===== src/cdh_pkg.sv =====
// Package: constants and types for the character display host port
package cdh_pkg;

  localparam int unsigned DATA_W       = 8;
  localparam int unsigned ADDR_W       = 7;
  localparam int unsigned RAM_DEPTH    = 128;
  localparam int unsigned GLYPH_DEPTH  = 64;
  localparam int unsigned GLYPH_AW     = 6;
  localparam int unsigned BUSY_BIT     = 7;
  localparam int unsigned LOAD_OP_BIT  = 7;
  localparam int unsigned GLYPH_OP_BIT = 6;

  localparam logic [ADDR_W-1:0] LINE1_BASE  = 7'h00;
  localparam logic [ADDR_W-1:0] LINE1_TOP   = 7'h3f;
  localparam logic [ADDR_W-1:0] LINE2_BASE  = 7'h40;
  localparam logic [ADDR_W-1:0] LINE2_TOP   = 7'h7f;
  localparam logic [ADDR_W-1:0] SINGLE_TOP  = 7'h7f;
  localparam logic [ADDR_W-1:0] ADDR_ONE    = 7'h01;
  localparam logic [ADDR_W-1:0] ADDR_ZERO   = 7'h00;
  localparam logic [5:0]        LINE_MASK   = 6'h3f;
  localparam logic [ADDR_W-1:0] MASTER_COLS = 7'h08;
  localparam logic [ADDR_W-1:0] PANEL_COLS  = 7'h14;
  localparam logic [ADDR_W-1:0] CASCADE_COLS = 7'h28;

  // Internal operation time for one instruction or data transfer
  localparam int unsigned OP_TIME_NS  = 200;
  localparam int unsigned CLK_NS      = 50;
  localparam int unsigned OP_CYCLES   = (OP_TIME_NS + CLK_NS - 1) / CLK_NS;
  localparam logic [3:0]  OP_CNT_LAST = 4'(OP_CYCLES - 1);

  // Host strobe bundle
  typedef struct packed {
    logic       reg_sel;
    logic       rd_wr_sel;
    logic [7:0] wdata;
  } cdh_req_t;

  typedef enum logic [1:0] {
    ST_IDLE  = 2'b00,
    ST_WRITE = 2'b01,
    ST_READ  = 2'b10,
    ST_INSTR = 2'b11
  } cdh_state_t;

endpackage


===== src/cdh_host_port.sv =====
// Top: parallel host port of a character display controller
//
// Overview of operation
// - Register select low picks instruction register, high picks data register.
// - Both host registers are eight bits on eight parallel data lines.
// - Select low, write: byte taken as instruction, internal operation starts.
// - Select low, read: busy flag on bit 7, pointer on bits 6..0.
// - Select high, write: latch byte, then store at pointer in chosen RAM.
// - Select high, read: present RAM byte fetched into data register.
// - Instruction register is write-only; no read returns it.
// - Data register buffers bytes between host and RAM both ways.
// - Busy flag high through every internal operation; instructions refused.
// - Busy clears when the operation completes; next instruction then runs.
// - Address instruction loads pointer and records display or glyph target.
// - Pointer steps up or down by one after each data transfer.
// - Display RAM holds 128 bytes addressed by seven-bit pointer.
// - Single line: positions 1..128 map to addresses 00..7F.
// - Two lines: first owns 00..3F, second owns 40..7F.
// - Twenty-column panel: lines show 00..13 and 40..53 unshifted.
// - Shift moves start by one; right shift wraps to line top.
// - Master drives first 8 columns; slave takes rest, 40 by 2; here a slave drives 20.
// - Read/write high means read from module, low means write.
`timescale 1ns/10ps
module cdh_host_port
  import cdh_pkg::*;
(
  input  wire logic              clk_i,
  input  wire logic              rst_i,
  input  wire logic              ce_i,
  input  wire logic              strobe_i,
  input  wire logic              reg_sel_i,
  input  wire logic              rd_wr_sel_i,
  input  wire logic [7:0]        host_bus_bit_i,
  output logic      [7:0]        host_bus_bit_o,
  output logic                   host_bus_bit_oe_o,
  input  wire logic              two_line_i,
  input  wire logic              dec_mode_i,
  input  wire logic              master_i,
  input  wire logic              shift_left_i,
  input  wire logic              shift_right_i,
  output logic                   busy_flag_o,
  output logic      [ADDR_W-1:0] line1_start_o,
  output logic      [ADDR_W-1:0] line2_start_o,
  output logic      [ADDR_W-1:0] own_cols_o
);
  // ------------------------------------------------------------
  // Strobe capture
  // ------------------------------------------------------------
  cdh_req_t   req_r;
  logic       strobe_d_r;
  logic       fall;
  cdh_state_t state_r;
  logic [3:0] cnt_r;
  logic [7:0] instruction_register_r;
  logic [7:0] data_holding_register_r;
  logic [ADDR_W-1:0] ram_pointer_r;
  logic       glyph_sel_r;
  logic [7:0] disp_rdata;
  logic [7:0] glyph_rdata;
  logic       dd_we;
  logic       cg_we;
  logic       ram_ce;

  assign fall = strobe_d_r & ~strobe_i;

  // Selects and data sampled while the strobe is high, used at its fall
  always_ff @(posedge clk_i) begin
    if (rst_i) begin
      strobe_d_r <= 1'b0;
      req_r      <= '0;
    end else if (ce_i) begin
      strobe_d_r <= strobe_i;
      if (strobe_i) begin
        req_r <= '{reg_sel: reg_sel_i, rd_wr_sel: rd_wr_sel_i,
                   wdata: host_bus_bit_i};
      end
    end
  end

  // ------------------------------------------------------------
  // Internal operation sequencer
  // ------------------------------------------------------------
  always_ff @(posedge clk_i) begin
    if (rst_i) begin
      state_r <= ST_IDLE;
      cnt_r   <= 4'h0;
    end else if (ce_i) begin
      case (state_r)
        ST_IDLE: begin
          cnt_r <= 4'h0;
          if (fall && !(req_r.rd_wr_sel && !req_r.reg_sel)) begin
            if (!req_r.reg_sel) begin
              state_r <= ST_INSTR;
            end else if (req_r.rd_wr_sel) begin
              state_r <= ST_READ;
            end else begin
              state_r <= ST_WRITE;
            end
          end
        end
        default: begin
          if (cnt_r == OP_CNT_LAST) begin
            state_r <= ST_IDLE;
          end else begin
            cnt_r <= cnt_r + 4'h1;
          end
        end
      endcase
    end
  end

  always_ff @(posedge clk_i) begin
    if (rst_i) begin
      busy_flag_o <= 1'b0;
    end else if (ce_i) begin
      if (state_r == ST_IDLE) begin
        busy_flag_o <= fall && !(req_r.rd_wr_sel && !req_r.reg_sel);
      end else begin
        busy_flag_o <= cnt_r != OP_CNT_LAST;
      end
    end
  end

  // ------------------------------------------------------------
  // Instruction register and pointer
  // ------------------------------------------------------------
  always_ff @(posedge clk_i) begin
    if (rst_i) begin
      instruction_register_r <= 8'h00;
    end else if (ce_i && state_r == ST_IDLE && fall && !req_r.reg_sel
                 && !req_r.rd_wr_sel) begin
      instruction_register_r <= req_r.wdata;
    end
  end

  always_ff @(posedge clk_i) begin
    if (rst_i) begin
      ram_pointer_r <= ADDR_ZERO;
      glyph_sel_r   <= 1'b0;
    end else if (ce_i && cnt_r == OP_CNT_LAST) begin
      if (state_r == ST_INSTR) begin
        if (instruction_register_r[LOAD_OP_BIT]) begin
          ram_pointer_r <= instruction_register_r[ADDR_W-1:0];
          glyph_sel_r   <= 1'b0;
        end else if (instruction_register_r[GLYPH_OP_BIT]) begin
          ram_pointer_r <= {1'b0, instruction_register_r[GLYPH_AW-1:0]};
          glyph_sel_r   <= 1'b1;
        end
      end else if (state_r != ST_IDLE) begin
        // Seven-bit wrap keeps the pointer inside the 128-byte RAM
        if (dec_mode_i) begin
          ram_pointer_r <= ram_pointer_r - ADDR_ONE;
        end else begin
          ram_pointer_r <= ram_pointer_r + ADDR_ONE;
        end
      end
    end
  end

  // ------------------------------------------------------------
  // RAMs and data holding register
  // ------------------------------------------------------------
  assign ram_ce = ce_i;
  assign dd_we  = state_r == ST_WRITE && cnt_r == 4'h0 && !glyph_sel_r;
  assign cg_we  = state_r == ST_WRITE && cnt_r == 4'h0 && glyph_sel_r;

  cdh_ram #(.DEPTH(RAM_DEPTH), .AW(ADDR_W)) u_disp_ram (
    .clk_i  (clk_i),
    .ce_i   (ram_ce),
    .we_i   (dd_we),
    .addr_i (ram_pointer_r),
    .wdata_i(data_holding_register_r),
    .rdata_o(disp_rdata)
  );

  cdh_ram #(.DEPTH(GLYPH_DEPTH), .AW(GLYPH_AW)) u_glyph_ram (
    .clk_i  (clk_i),
    .ce_i   (ram_ce),
    .we_i   (cg_we),
    .addr_i (ram_pointer_r[GLYPH_AW-1:0]),
    .wdata_i(data_holding_register_r),
    .rdata_o(glyph_rdata)
  );

  always_ff @(posedge clk_i) begin
    if (rst_i) begin
      data_holding_register_r <= 8'h00;
    end else if (ce_i) begin
      if (state_r == ST_IDLE && fall && req_r.reg_sel && !req_r.rd_wr_sel) begin
        data_holding_register_r <= req_r.wdata;
      end else if (state_r == ST_READ && cnt_r == 4'h1) begin
        data_holding_register_r <= glyph_sel_r ? glyph_rdata : disp_rdata;
      end
    end
  end

  // ------------------------------------------------------------
  // Bus read path
  // ------------------------------------------------------------
  // Status read has no busy gate; it is how the host polls
  always_ff @(posedge clk_i) begin
    if (rst_i) begin
      host_bus_bit_o    <= 8'h00;
      host_bus_bit_oe_o <= 1'b0;
    end else if (ce_i) begin
      host_bus_bit_oe_o <= strobe_i && rd_wr_sel_i;
      if (!reg_sel_i) begin
        host_bus_bit_o <= {busy_flag_o, ram_pointer_r};
      end else begin
        host_bus_bit_o <= data_holding_register_r;
      end
    end
  end

  // ------------------------------------------------------------
  // Display window and cascade
  // ------------------------------------------------------------
  cdh_view u_view (
    .clk_i        (clk_i),
    .rst_i        (rst_i),
    .ce_i         (ce_i),
    .two_line_i   (two_line_i),
    .shift_left_i (shift_left_i),
    .shift_right_i(shift_right_i),
    .line1_start_o(line1_start_o),
    .line2_start_o(line2_start_o)
  );

  // Columns driven here; as slave it drives 20 columns, not the 32 left of a 40-column row
  always_ff @(posedge clk_i) begin
    if (rst_i) begin
      own_cols_o <= PANEL_COLS;
    end else if (ce_i) begin
      own_cols_o <= master_i ? MASTER_COLS : PANEL_COLS;
    end
  end

  // ------------------------------------------------------------
  // Checks
  // ------------------------------------------------------------
  AST_BUSY_OP: assert property (@(posedge clk_i) disable iff (rst_i)
    ce_i && state_r != ST_IDLE && cnt_r != OP_CNT_LAST |=> busy_flag_o)
    else $error("busy low during operation");
  AST_BUSY_CLEAR: assert property (@(posedge clk_i) disable iff (rst_i)
    ce_i && state_r == ST_IDLE && !fall |=> !busy_flag_o)
    else $error("busy stuck high when idle");
  AST_NO_NEW: assert property (@(posedge clk_i) disable iff (rst_i)
    ce_i && state_r != ST_IDLE && !(cnt_r == OP_CNT_LAST)
    |=> $stable(instruction_register_r) || !ce_i)
    else $error("instruction taken while busy");
  AST_STEP: assert property (@(posedge clk_i) disable iff (rst_i)
    ce_i && (state_r == ST_WRITE || state_r == ST_READ) && cnt_r == OP_CNT_LAST
    && !dec_mode_i |=> ram_pointer_r == $past(ram_pointer_r) + ADDR_ONE)
    else $error("pointer did not step");
  AST_LOAD: assert property (@(posedge clk_i) disable iff (rst_i)
    ce_i && state_r == ST_INSTR && cnt_r == OP_CNT_LAST
    && instruction_register_r[LOAD_OP_BIT]
    |=> ram_pointer_r == $past(instruction_register_r[ADDR_W-1:0]) && !glyph_sel_r)
    else $error("address load wrong");
  AST_STATUS: assert property (@(posedge clk_i) disable iff (rst_i)
    ce_i && !reg_sel_i |=> host_bus_bit_o == {$past(busy_flag_o), $past(ram_pointer_r)})
    else $error("status read wrong");
  AST_OE: assert property (@(posedge clk_i) disable iff (rst_i)
    ce_i && !rd_wr_sel_i |=> !host_bus_bit_oe_o)
    else $error("bus driven on write");
  AST_LATCH: assert property (@(posedge clk_i) disable iff (rst_i)
    ce_i && state_r == ST_IDLE && fall && req_r.reg_sel && !req_r.rd_wr_sel
    |=> data_holding_register_r == $past(req_r.wdata) && state_r == ST_WRITE)
    else $error("data not latched");
  AST_COLS: assert property (@(posedge clk_i) disable iff (rst_i)
    ce_i && master_i |=> own_cols_o == MASTER_COLS)
    else $error("master columns wrong");
  AST_OE_READ: assert property (@(posedge clk_i) disable iff (rst_i)
    ce_i && strobe_i && rd_wr_sel_i |=> host_bus_bit_oe_o)
    else $error("bus not driven on read");
  AST_STEP_DOWN: assert property (@(posedge clk_i) disable iff (rst_i)
    ce_i && (state_r == ST_WRITE || state_r == ST_READ) && cnt_r == OP_CNT_LAST
    && dec_mode_i |=> ram_pointer_r == $past(ram_pointer_r) - ADDR_ONE)
    else $error("pointer did not step down");
  AST_GLYPH_LOAD: assert property (@(posedge clk_i) disable iff (rst_i)
    ce_i && state_r == ST_INSTR && cnt_r == OP_CNT_LAST
    && !instruction_register_r[LOAD_OP_BIT] && instruction_register_r[GLYPH_OP_BIT]
    |=> glyph_sel_r && ram_pointer_r == {1'b0, $past(instruction_register_r[GLYPH_AW-1:0])})
    else $error("glyph address load wrong");
  AST_REFUSE: assert property (@(posedge clk_i) disable iff (rst_i)
    ce_i && state_r != ST_IDLE && cnt_r != OP_CNT_LAST
    |=> $stable(state_r))
    else $error("operation cut short");
  AST_INSTR_START: assert property (@(posedge clk_i) disable iff (rst_i)
    ce_i && state_r == ST_IDLE && fall && !req_r.reg_sel && !req_r.rd_wr_sel
    |=> busy_flag_o && state_r == ST_INSTR
        && instruction_register_r == $past(req_r.wdata))
    else $error("instruction not started");
  AST_READ_FETCH: assert property (@(posedge clk_i) disable iff (rst_i)
    ce_i && state_r == ST_READ && cnt_r == 4'h1 && !glyph_sel_r
    |=> data_holding_register_r == $past(disp_rdata))
    else $error("read byte not fetched");
  AST_STATUS_NO_OP: assert property (@(posedge clk_i) disable iff (rst_i)
    ce_i && state_r == ST_IDLE && fall && req_r.rd_wr_sel && !req_r.reg_sel
    |=> state_r == ST_IDLE && !busy_flag_o)
    else $error("status read started an operation");
  AST_DATA_OUT: assert property (@(posedge clk_i) disable iff (rst_i)
    ce_i && reg_sel_i |=> host_bus_bit_o == $past(data_holding_register_r))
    else $error("data read wrong");
endmodule


===== src/cdh_ram.sv =====
// Memory: single-port byte RAM with registered read data
`timescale 1ns/10ps
module cdh_ram
  import cdh_pkg::*;
#(
  parameter int unsigned DEPTH = 128,
  parameter int unsigned AW    = 7
) (
  input  wire logic          clk_i,
  input  wire logic          ce_i,
  input  wire logic          we_i,
  input  wire logic [AW-1:0] addr_i,
  input  wire logic [7:0]    wdata_i,
  output logic      [7:0]    rdata_o
);
  logic [7:0] mem [DEPTH];

  always_ff @(posedge clk_i) begin
    if (ce_i) begin
      if (we_i) begin
        mem[addr_i] <= wdata_i;
      end
      rdata_o <= mem[addr_i];
    end
  end
endmodule


===== src/cdh_view.sv =====
// Display window: start addresses for both lines under shift and mode
`timescale 1ns/10ps
module cdh_view
  import cdh_pkg::*;
(
  input  wire logic              clk_i,
  input  wire logic              rst_i,
  input  wire logic              ce_i,
  input  wire logic              two_line_i,
  input  wire logic              shift_left_i,
  input  wire logic              shift_right_i,
  output logic      [ADDR_W-1:0] line1_start_o,
  output logic      [ADDR_W-1:0] line2_start_o
);
  logic [5:0] ofs_r;
  logic [ADDR_W-1:0] ofs7_r;

  // One offset shared by both lines; two-line wrap stays inside each line's 64 bytes, single-line wraps over all 128
  always_ff @(posedge clk_i) begin
    if (rst_i) begin
      ofs_r  <= 6'h00;
      ofs7_r <= ADDR_ZERO;
    end else if (ce_i) begin
      if (shift_left_i) begin
        ofs_r  <= (ofs_r + 6'h01) & LINE_MASK;
        ofs7_r <= ofs7_r + ADDR_ONE;
      end else if (shift_right_i) begin
        ofs_r  <= (ofs_r - 6'h01) & LINE_MASK;
        ofs7_r <= ofs7_r - ADDR_ONE;
      end
    end
  end

  always_ff @(posedge clk_i) begin
    if (rst_i) begin
      line1_start_o <= LINE1_BASE;
      line2_start_o <= LINE2_BASE;
    end else if (ce_i) begin
      if (two_line_i) begin
        line1_start_o <= LINE1_BASE | {1'b0, ofs_r};
        line2_start_o <= LINE2_BASE | {1'b0, ofs_r};
      end else begin
        line1_start_o <= ofs7_r;
        line2_start_o <= ofs7_r;
      end
    end
  end
endmodule

===== config.mk =====
export PLATFORM = sky130hd
export DESIGN_NAME = cdh_host_port
export DESIGN_NICKNAME = d
export VERILOG_FILES = /design/src/cdh_pkg.sv /design/src/cdh_host_port.sv /design/src/cdh_ram.sv /design/src/cdh_view.sv
export SDC_FILE = /design/constraint.sdc
export NUM_CORES = 2
export LEC_CHECK = 0
export BUFFER_PORTS_ARGS = -buffer_cell sky130_fd_sc_hd__clkbuf_2
export CORE_MARGIN = 2
export CORE_UTILIZATION = 30
export DETAILED_ROUTE_END_ITERATION = 8
export GPL_ROUTABILITY_DRIVEN = 0
export PLACE_DENSITY_LB_ADDON = 0.12
export SLEW_MARGIN = 25
export SYNTH_ARGS = -nofsm -noshare
export SYNTH_HDL_FRONTEND = slang
export SYNTH_SLANG_ARGS = --single-unit

===== constraint.sdc =====
create_clock -name clk_i -period 3.45 [get_ports clk_i]
set_input_delay 0.345 -clock clk_i [delete_from_list [all_inputs] [get_ports clk_i]]
set_output_delay 0.345 -clock clk_i [all_outputs]
set_load 0.03 [all_outputs]

# [Yosys cells after proc, flatten, opt, wreduce, memory -nomap -nowiden]
# Memories as Yosys holds them, arrays and structs flattened. A register that Yosys moved wholly into a read port is not among the register bits.
# Index checks and enable logic that the tools add are counted.
[totals] ff_bits=85 ramBits=1536 inputBits=19 word_cells=104 n_memories=2
[memory_table] memory="u_disp_ram.mem" words=128 width=8 read_ports=1 rd_ports_with_merged_regs=1 write_ports=1 line="cdh_ram.sv:16" rtl="logic [7:0] mem [DEPTH];"
[memory_table] memory="u_glyph_ram.mem" words=64 width=8 read_ports=1 rd_ports_with_merged_regs=1 write_ports=1 line="cdh_ram.sv:16"
[op_classes] n_addsub=7 eq_ne=9 muxes=32 bitwise_logic=2 n_reduce_logical=34
[op_table] cell="$mux 7" n=9
[op_table] cell="$mux 8" n=4
[op_table] cell="$logic_and 1x1->1" n=15
[op_table] cell="$add 7x1->7 const B" n=2
[op_table] cell="$sub 7x1->7 const B" n=2
[op_table] cell="$mux 6" n=2
[op_table] cell="$reduce_bool 2->1" n=6
[op_table] cell="$mux 2" n=5
[op_table] cell="$mux 1" n=9
[op_table] cell="$reduce_and 3->1" n=3
[op_table] cell="$mux 4" n=2
[op_table] cell="$reduce_and 2->1" n=4
[op_table] cell="$add 6x1->6 const B" n=1
[op_table] cell="$sub 6x1->6 const B" n=1
[op_table] cell="$mux 5" n=1
[op_table] cell="$add 4x1->4 const B" n=1
[op_table] cell="$eq 2x2->1 const B" n=2
[op_table] cell="$eq 4x1->1 const B" n=1
[op_table] cell="$eq 4x2->1 const B" n=1
[op_table] cell="$logic_not 1->1" n=4
[op_table] cell="$logic_not 4->1" n=1
[op_table] cell="$ne 4x2->1 const B" n=1
[op_table] cell="$ne 3x3->1 const B" n=1
[op_table] cell="$eq 2x1->1 const B" n=1
[op_table] cell="other kinds (5)" n=5

# [Logic depth before layout (Yosys ltp)]
[logic_depth] ltp_word=7 ltp_mapped=13 mapped_depth_nobuf=9

# [By module]
# Synthesis repeated with hierarchy kept, for this count alone.
[hier_totals] cells_unflattened=4131 hier_area_um2=64693.3
[modules_own_cells] module="cdh_ram (u_disp_ram)" n_inst=1 cells_per_inst=2464 area_each_um2=40293.6 seq_area_each_um2=30989.7
[modules_own_cells] module="cdh_ram (u_glyph_ram)" n_inst=1 cells_per_inst=1195 area_each_um2=20368.3 seq_area_each_um2=15615.0
[modules_own_cells] module="cdh_host_port" n_inst=1 cells_per_inst=319 area_each_um2=2703.8 seq_area_each_um2=1061.0
[modules_own_cells] module="cdh_view" n_inst=1 cells_per_inst=153 area_each_um2=1327.5 seq_area_each_um2=420.4

# [Least setup slack after synthesis]
# Ideal clock, no wire load.
[synth_path] path_kind="register to register" startpoint="register data_holding_register_r[0]" endpoint="memory u_disp_ram.mem[0][0] (data pin)" setup_ns=0.695 arrival_time_ns=2.633 setup_slack_ns=0.122 stages_incl_launch_ff=1 path_buffers=0 period_less_slack_ns=3.328 path_cell_list="dfxtp_1"
[synth_rtl] item="start, declared" line="cdh_host_port.sv:55" rtl="logic [7:0] data_holding_register_r;"
[synth_rtl] item="start signal, assigned" line="cdh_host_port.sv:190" rtl="data_holding_register_r <= req_r.wdata;"
[synth_rtl] item="start signal, assigned" line="cdh_host_port.sv:192" rtl="data_holding_register_r <= glyph_sel_r ? glyph_rdata : disp_rdata;"
[synth_rtl] item="end, declared" line="cdh_ram.sv:16"
# No word-level cell before the write port.

==> impl_metrics.tcl <==
set metrics [dict create \
    tns_ps -49.2 \
    synth_seq_cells 1626 \
    setup_slack_ps -49.2 \
    drv_slew 0 \
    finalInstanceArea_mm2 0.0776 \
    crit_path_start_kind "flip-flop" \
    layout_commonest_cell "edfxtp_1" \
    r2r_start "ram_pointer_r[0]" \
    synth-seq-area-share_pct 74.6 \
    worst-endpoint-arrival_ps 4080 \
    rows 170 \
    clock_sinks 1626 \
    pre_cts_ws_ps -120 \
    rsz0062_at_grt "no" \
    fin_util_pct 36.2 \
    p_leak_nw 25.8 \
    placed_area_mm2 0.0714 \
    outcome "finished, violations left" \
    crit_fanout 14 \
    htree_levels 4 \
    end_kind "flip-flop" \
    final_cells 7498 \
    holdPathStages 5 \
    insertion_delay_ps 830 \
    hold_violations 0 \
    ys_warn_count 0 \
    cts_tree "done" \
    hpwl_um 157000 \
    fin_crit_ps 3500 \
    yosysUniqueCellTypes 86 \
    worstHoldStart "shift_right_i" \
    first_global_vias 39500 \
    grt-ovfl-total 0 \
    track_usage_pct 21.9 \
    avgSynthCellArea_um2 16.0 \
    avgViaCountPerCell 5.43 \
    setup_violations 1 \
    crit_type "reg2reg" \
    clockBufferDepth 3 \
    wl_per_cell_um 32.4 \
    tightest_slew_ps 1140 \
    cts-root-buf "clkbuf_16" \
    layout_common_cells "edfxtp_1 (1,552), buf_4 (464), nor2_1 (351), a221oi_1 (232), nand2_1 (222)" \
    via_count 40700 \
    max_freq_mhz 286 \
    synth_area_mm2 0.0645 \
    area_growth_pct 20.4 \
    synthFlopType "edfxtp_1" \
    slew_headroom_pct 23.6 \
    dp_cells 7143 \
    ys_async_sr_fraction_pct 0 \
    drive_above_1_share_pct 21.9 \
    antenna_found_initial 10 \
    finalWirelength_um 243000 \
    grt_max_degree 133 \
    start_util_pct 30.1 \
    die_h_um 468 \
    hp-class "in2reg" \
    dieWidth_um 468 \
    drc 0 \
    syn_inst 4039 \
    dr.pass1.iters 6 \
    powerDensity_mw_per_mm2 534 \
    crit_start "ram_pointer_r[0]" \
    num-nets-final 4545 \
    grt_pass1_wl_um 334000 \
    vdd_ir_drop_max_mv 0.513 \
    worstPathRequired_ps 4030 \
    port_buffers 45 \
    dieArea_mm2 0.219 \
    whs_ps 51.1 \
    clk_pin_slew_ps 60 \
    antenna_left 0 \
    cap_violations 0 \
    fin_skew_ps 35.4 \
    synth_edf_count 1552 \
    reg2reg_depth 8 \
    period_share_pct 101 \
    cts_buffers 184 \
    drtIter0Drc 4801 \
    fp.coreArea_mm2 0.214 \
    ios 50 \
    power.total_mw 41.5 \
    violations "setup timing" \
]
## cells in the mapped netlist (23+ instances only)
cell	instances	area [um2]
clkbuf_1	83	312
mux4_2	51	1150
dfxtp_1	74	1480
a211oi_1	36	270
nor2_1	354	1330
o21ai_0	104	521
a221oi_1	232	2030
nand2_1	222	833
buf_4	56	420
o22ai_1	46	288
o221ai_1	23	201
edfxtp_1	1552	46600
buf_2	124	621
a22o_1	23	201
mux2_2	73	822
a21oi_1	221	1110
nor3_1	47	235
mux2i_1	179	1790
nand3_1	29	145
a22oi_1	110	826
a222oi_1	28	280
## worst paths after layout
path	to	slack (ps)
worst max-delay path	u_disp_ram.rdata_o[7]	-50
worst min-delay path	u_view.ofs_r[5]	50
worst max register to register	u_disp_ram.rdata_o[7]	-50
worst min register to register	host_bus_bit_oe_o	460
## per-layer routing
metal / track usage, % / part of all wire [%] / up-vias
li1: - / - / 17200
met1: 30.2 / 44 / 21500
met2: 35.7 / 48 / 1618
met3: 3.23 / 5.9 / 315
met4: 6.30 / 2.8 / 0
met5: 0 / 0 / -
## power by group
part | leakage, nW | internal (mW) | switching (mW)
clock | 2.94 | 11.5 | 8.28
sequential | 15.9 | 21.3 | 0.0502
combinational | 6.97 | 0.127 | 0.216
total | 25.8 | 32.9 | 8.54
## state kept, by name, summed over array words and instances (netlist names)
signal                   count
u_view.ofs_r                 6
u_view.ofs7_r                7
u_view.line2_start_o         7
host_bus_bit_o               8
req_r                       10
host_bus_bit_oe_o            1
state_r                      2
u_disp_ram.rdata_o           8
busy_flag_o                  1
data_holding_register_r      8
strobe_d_r                   1
u_glyph_ram.rdata_o          8
cnt_r                        4
u_disp_ram.mem            1024
u_view.line1_start_o         1
u_glyph_ram.mem            512
ram_pointer_r                7
glyph_sel_r                  1
own_cols_o                   2
instruction_register_r       8
## what timing repair did
action / in CTS / in global routing
hold buffers: 13 / 0
endpoints found under the hold margin: 17 / 0
setup endpoints to repair: 4 / 0
gates resized for setup: 2 / 0
buffers inserted: 2 / 0
## critical path, stage by stage, from the launching register on
cell      delay, ps
dfxtp_4         610
buf_4           270
nor2b_4          70
buf_4           230
a221oi_1        600
o22a_1          440
o22ai_1         140
or4_1           610
a31o_1          250
## cells by family (layout without fill, tap and decap cells)
logic type,count (synthesis),count (layout),share of synthesized area (%)
compound gates,1006,1006,11.3
simple gates,745,745,4.95
mux,303,303,5.84
other cells,1,5,0.00582
xor+xnor,14,14,0.190
fa+ha+maj,20,20,0.423
flops,1626,1626,74.6
buf+inv,324,941,2.74
## layout make-up
cell class	instances	area [um2]
Timing Repair Buffer	583	5050
Clock buffer	229	4880
Fill cell	20200	137000
Clock inverter	110	1150
Sequential cell	1626	48100
Multi-Input combinational cell	2092	14800
Antenna cell	1	2.50
Tap cell	2838	3550
Inverter	19	78.8
No activity file was read; power rests on OpenSTA's default activity.
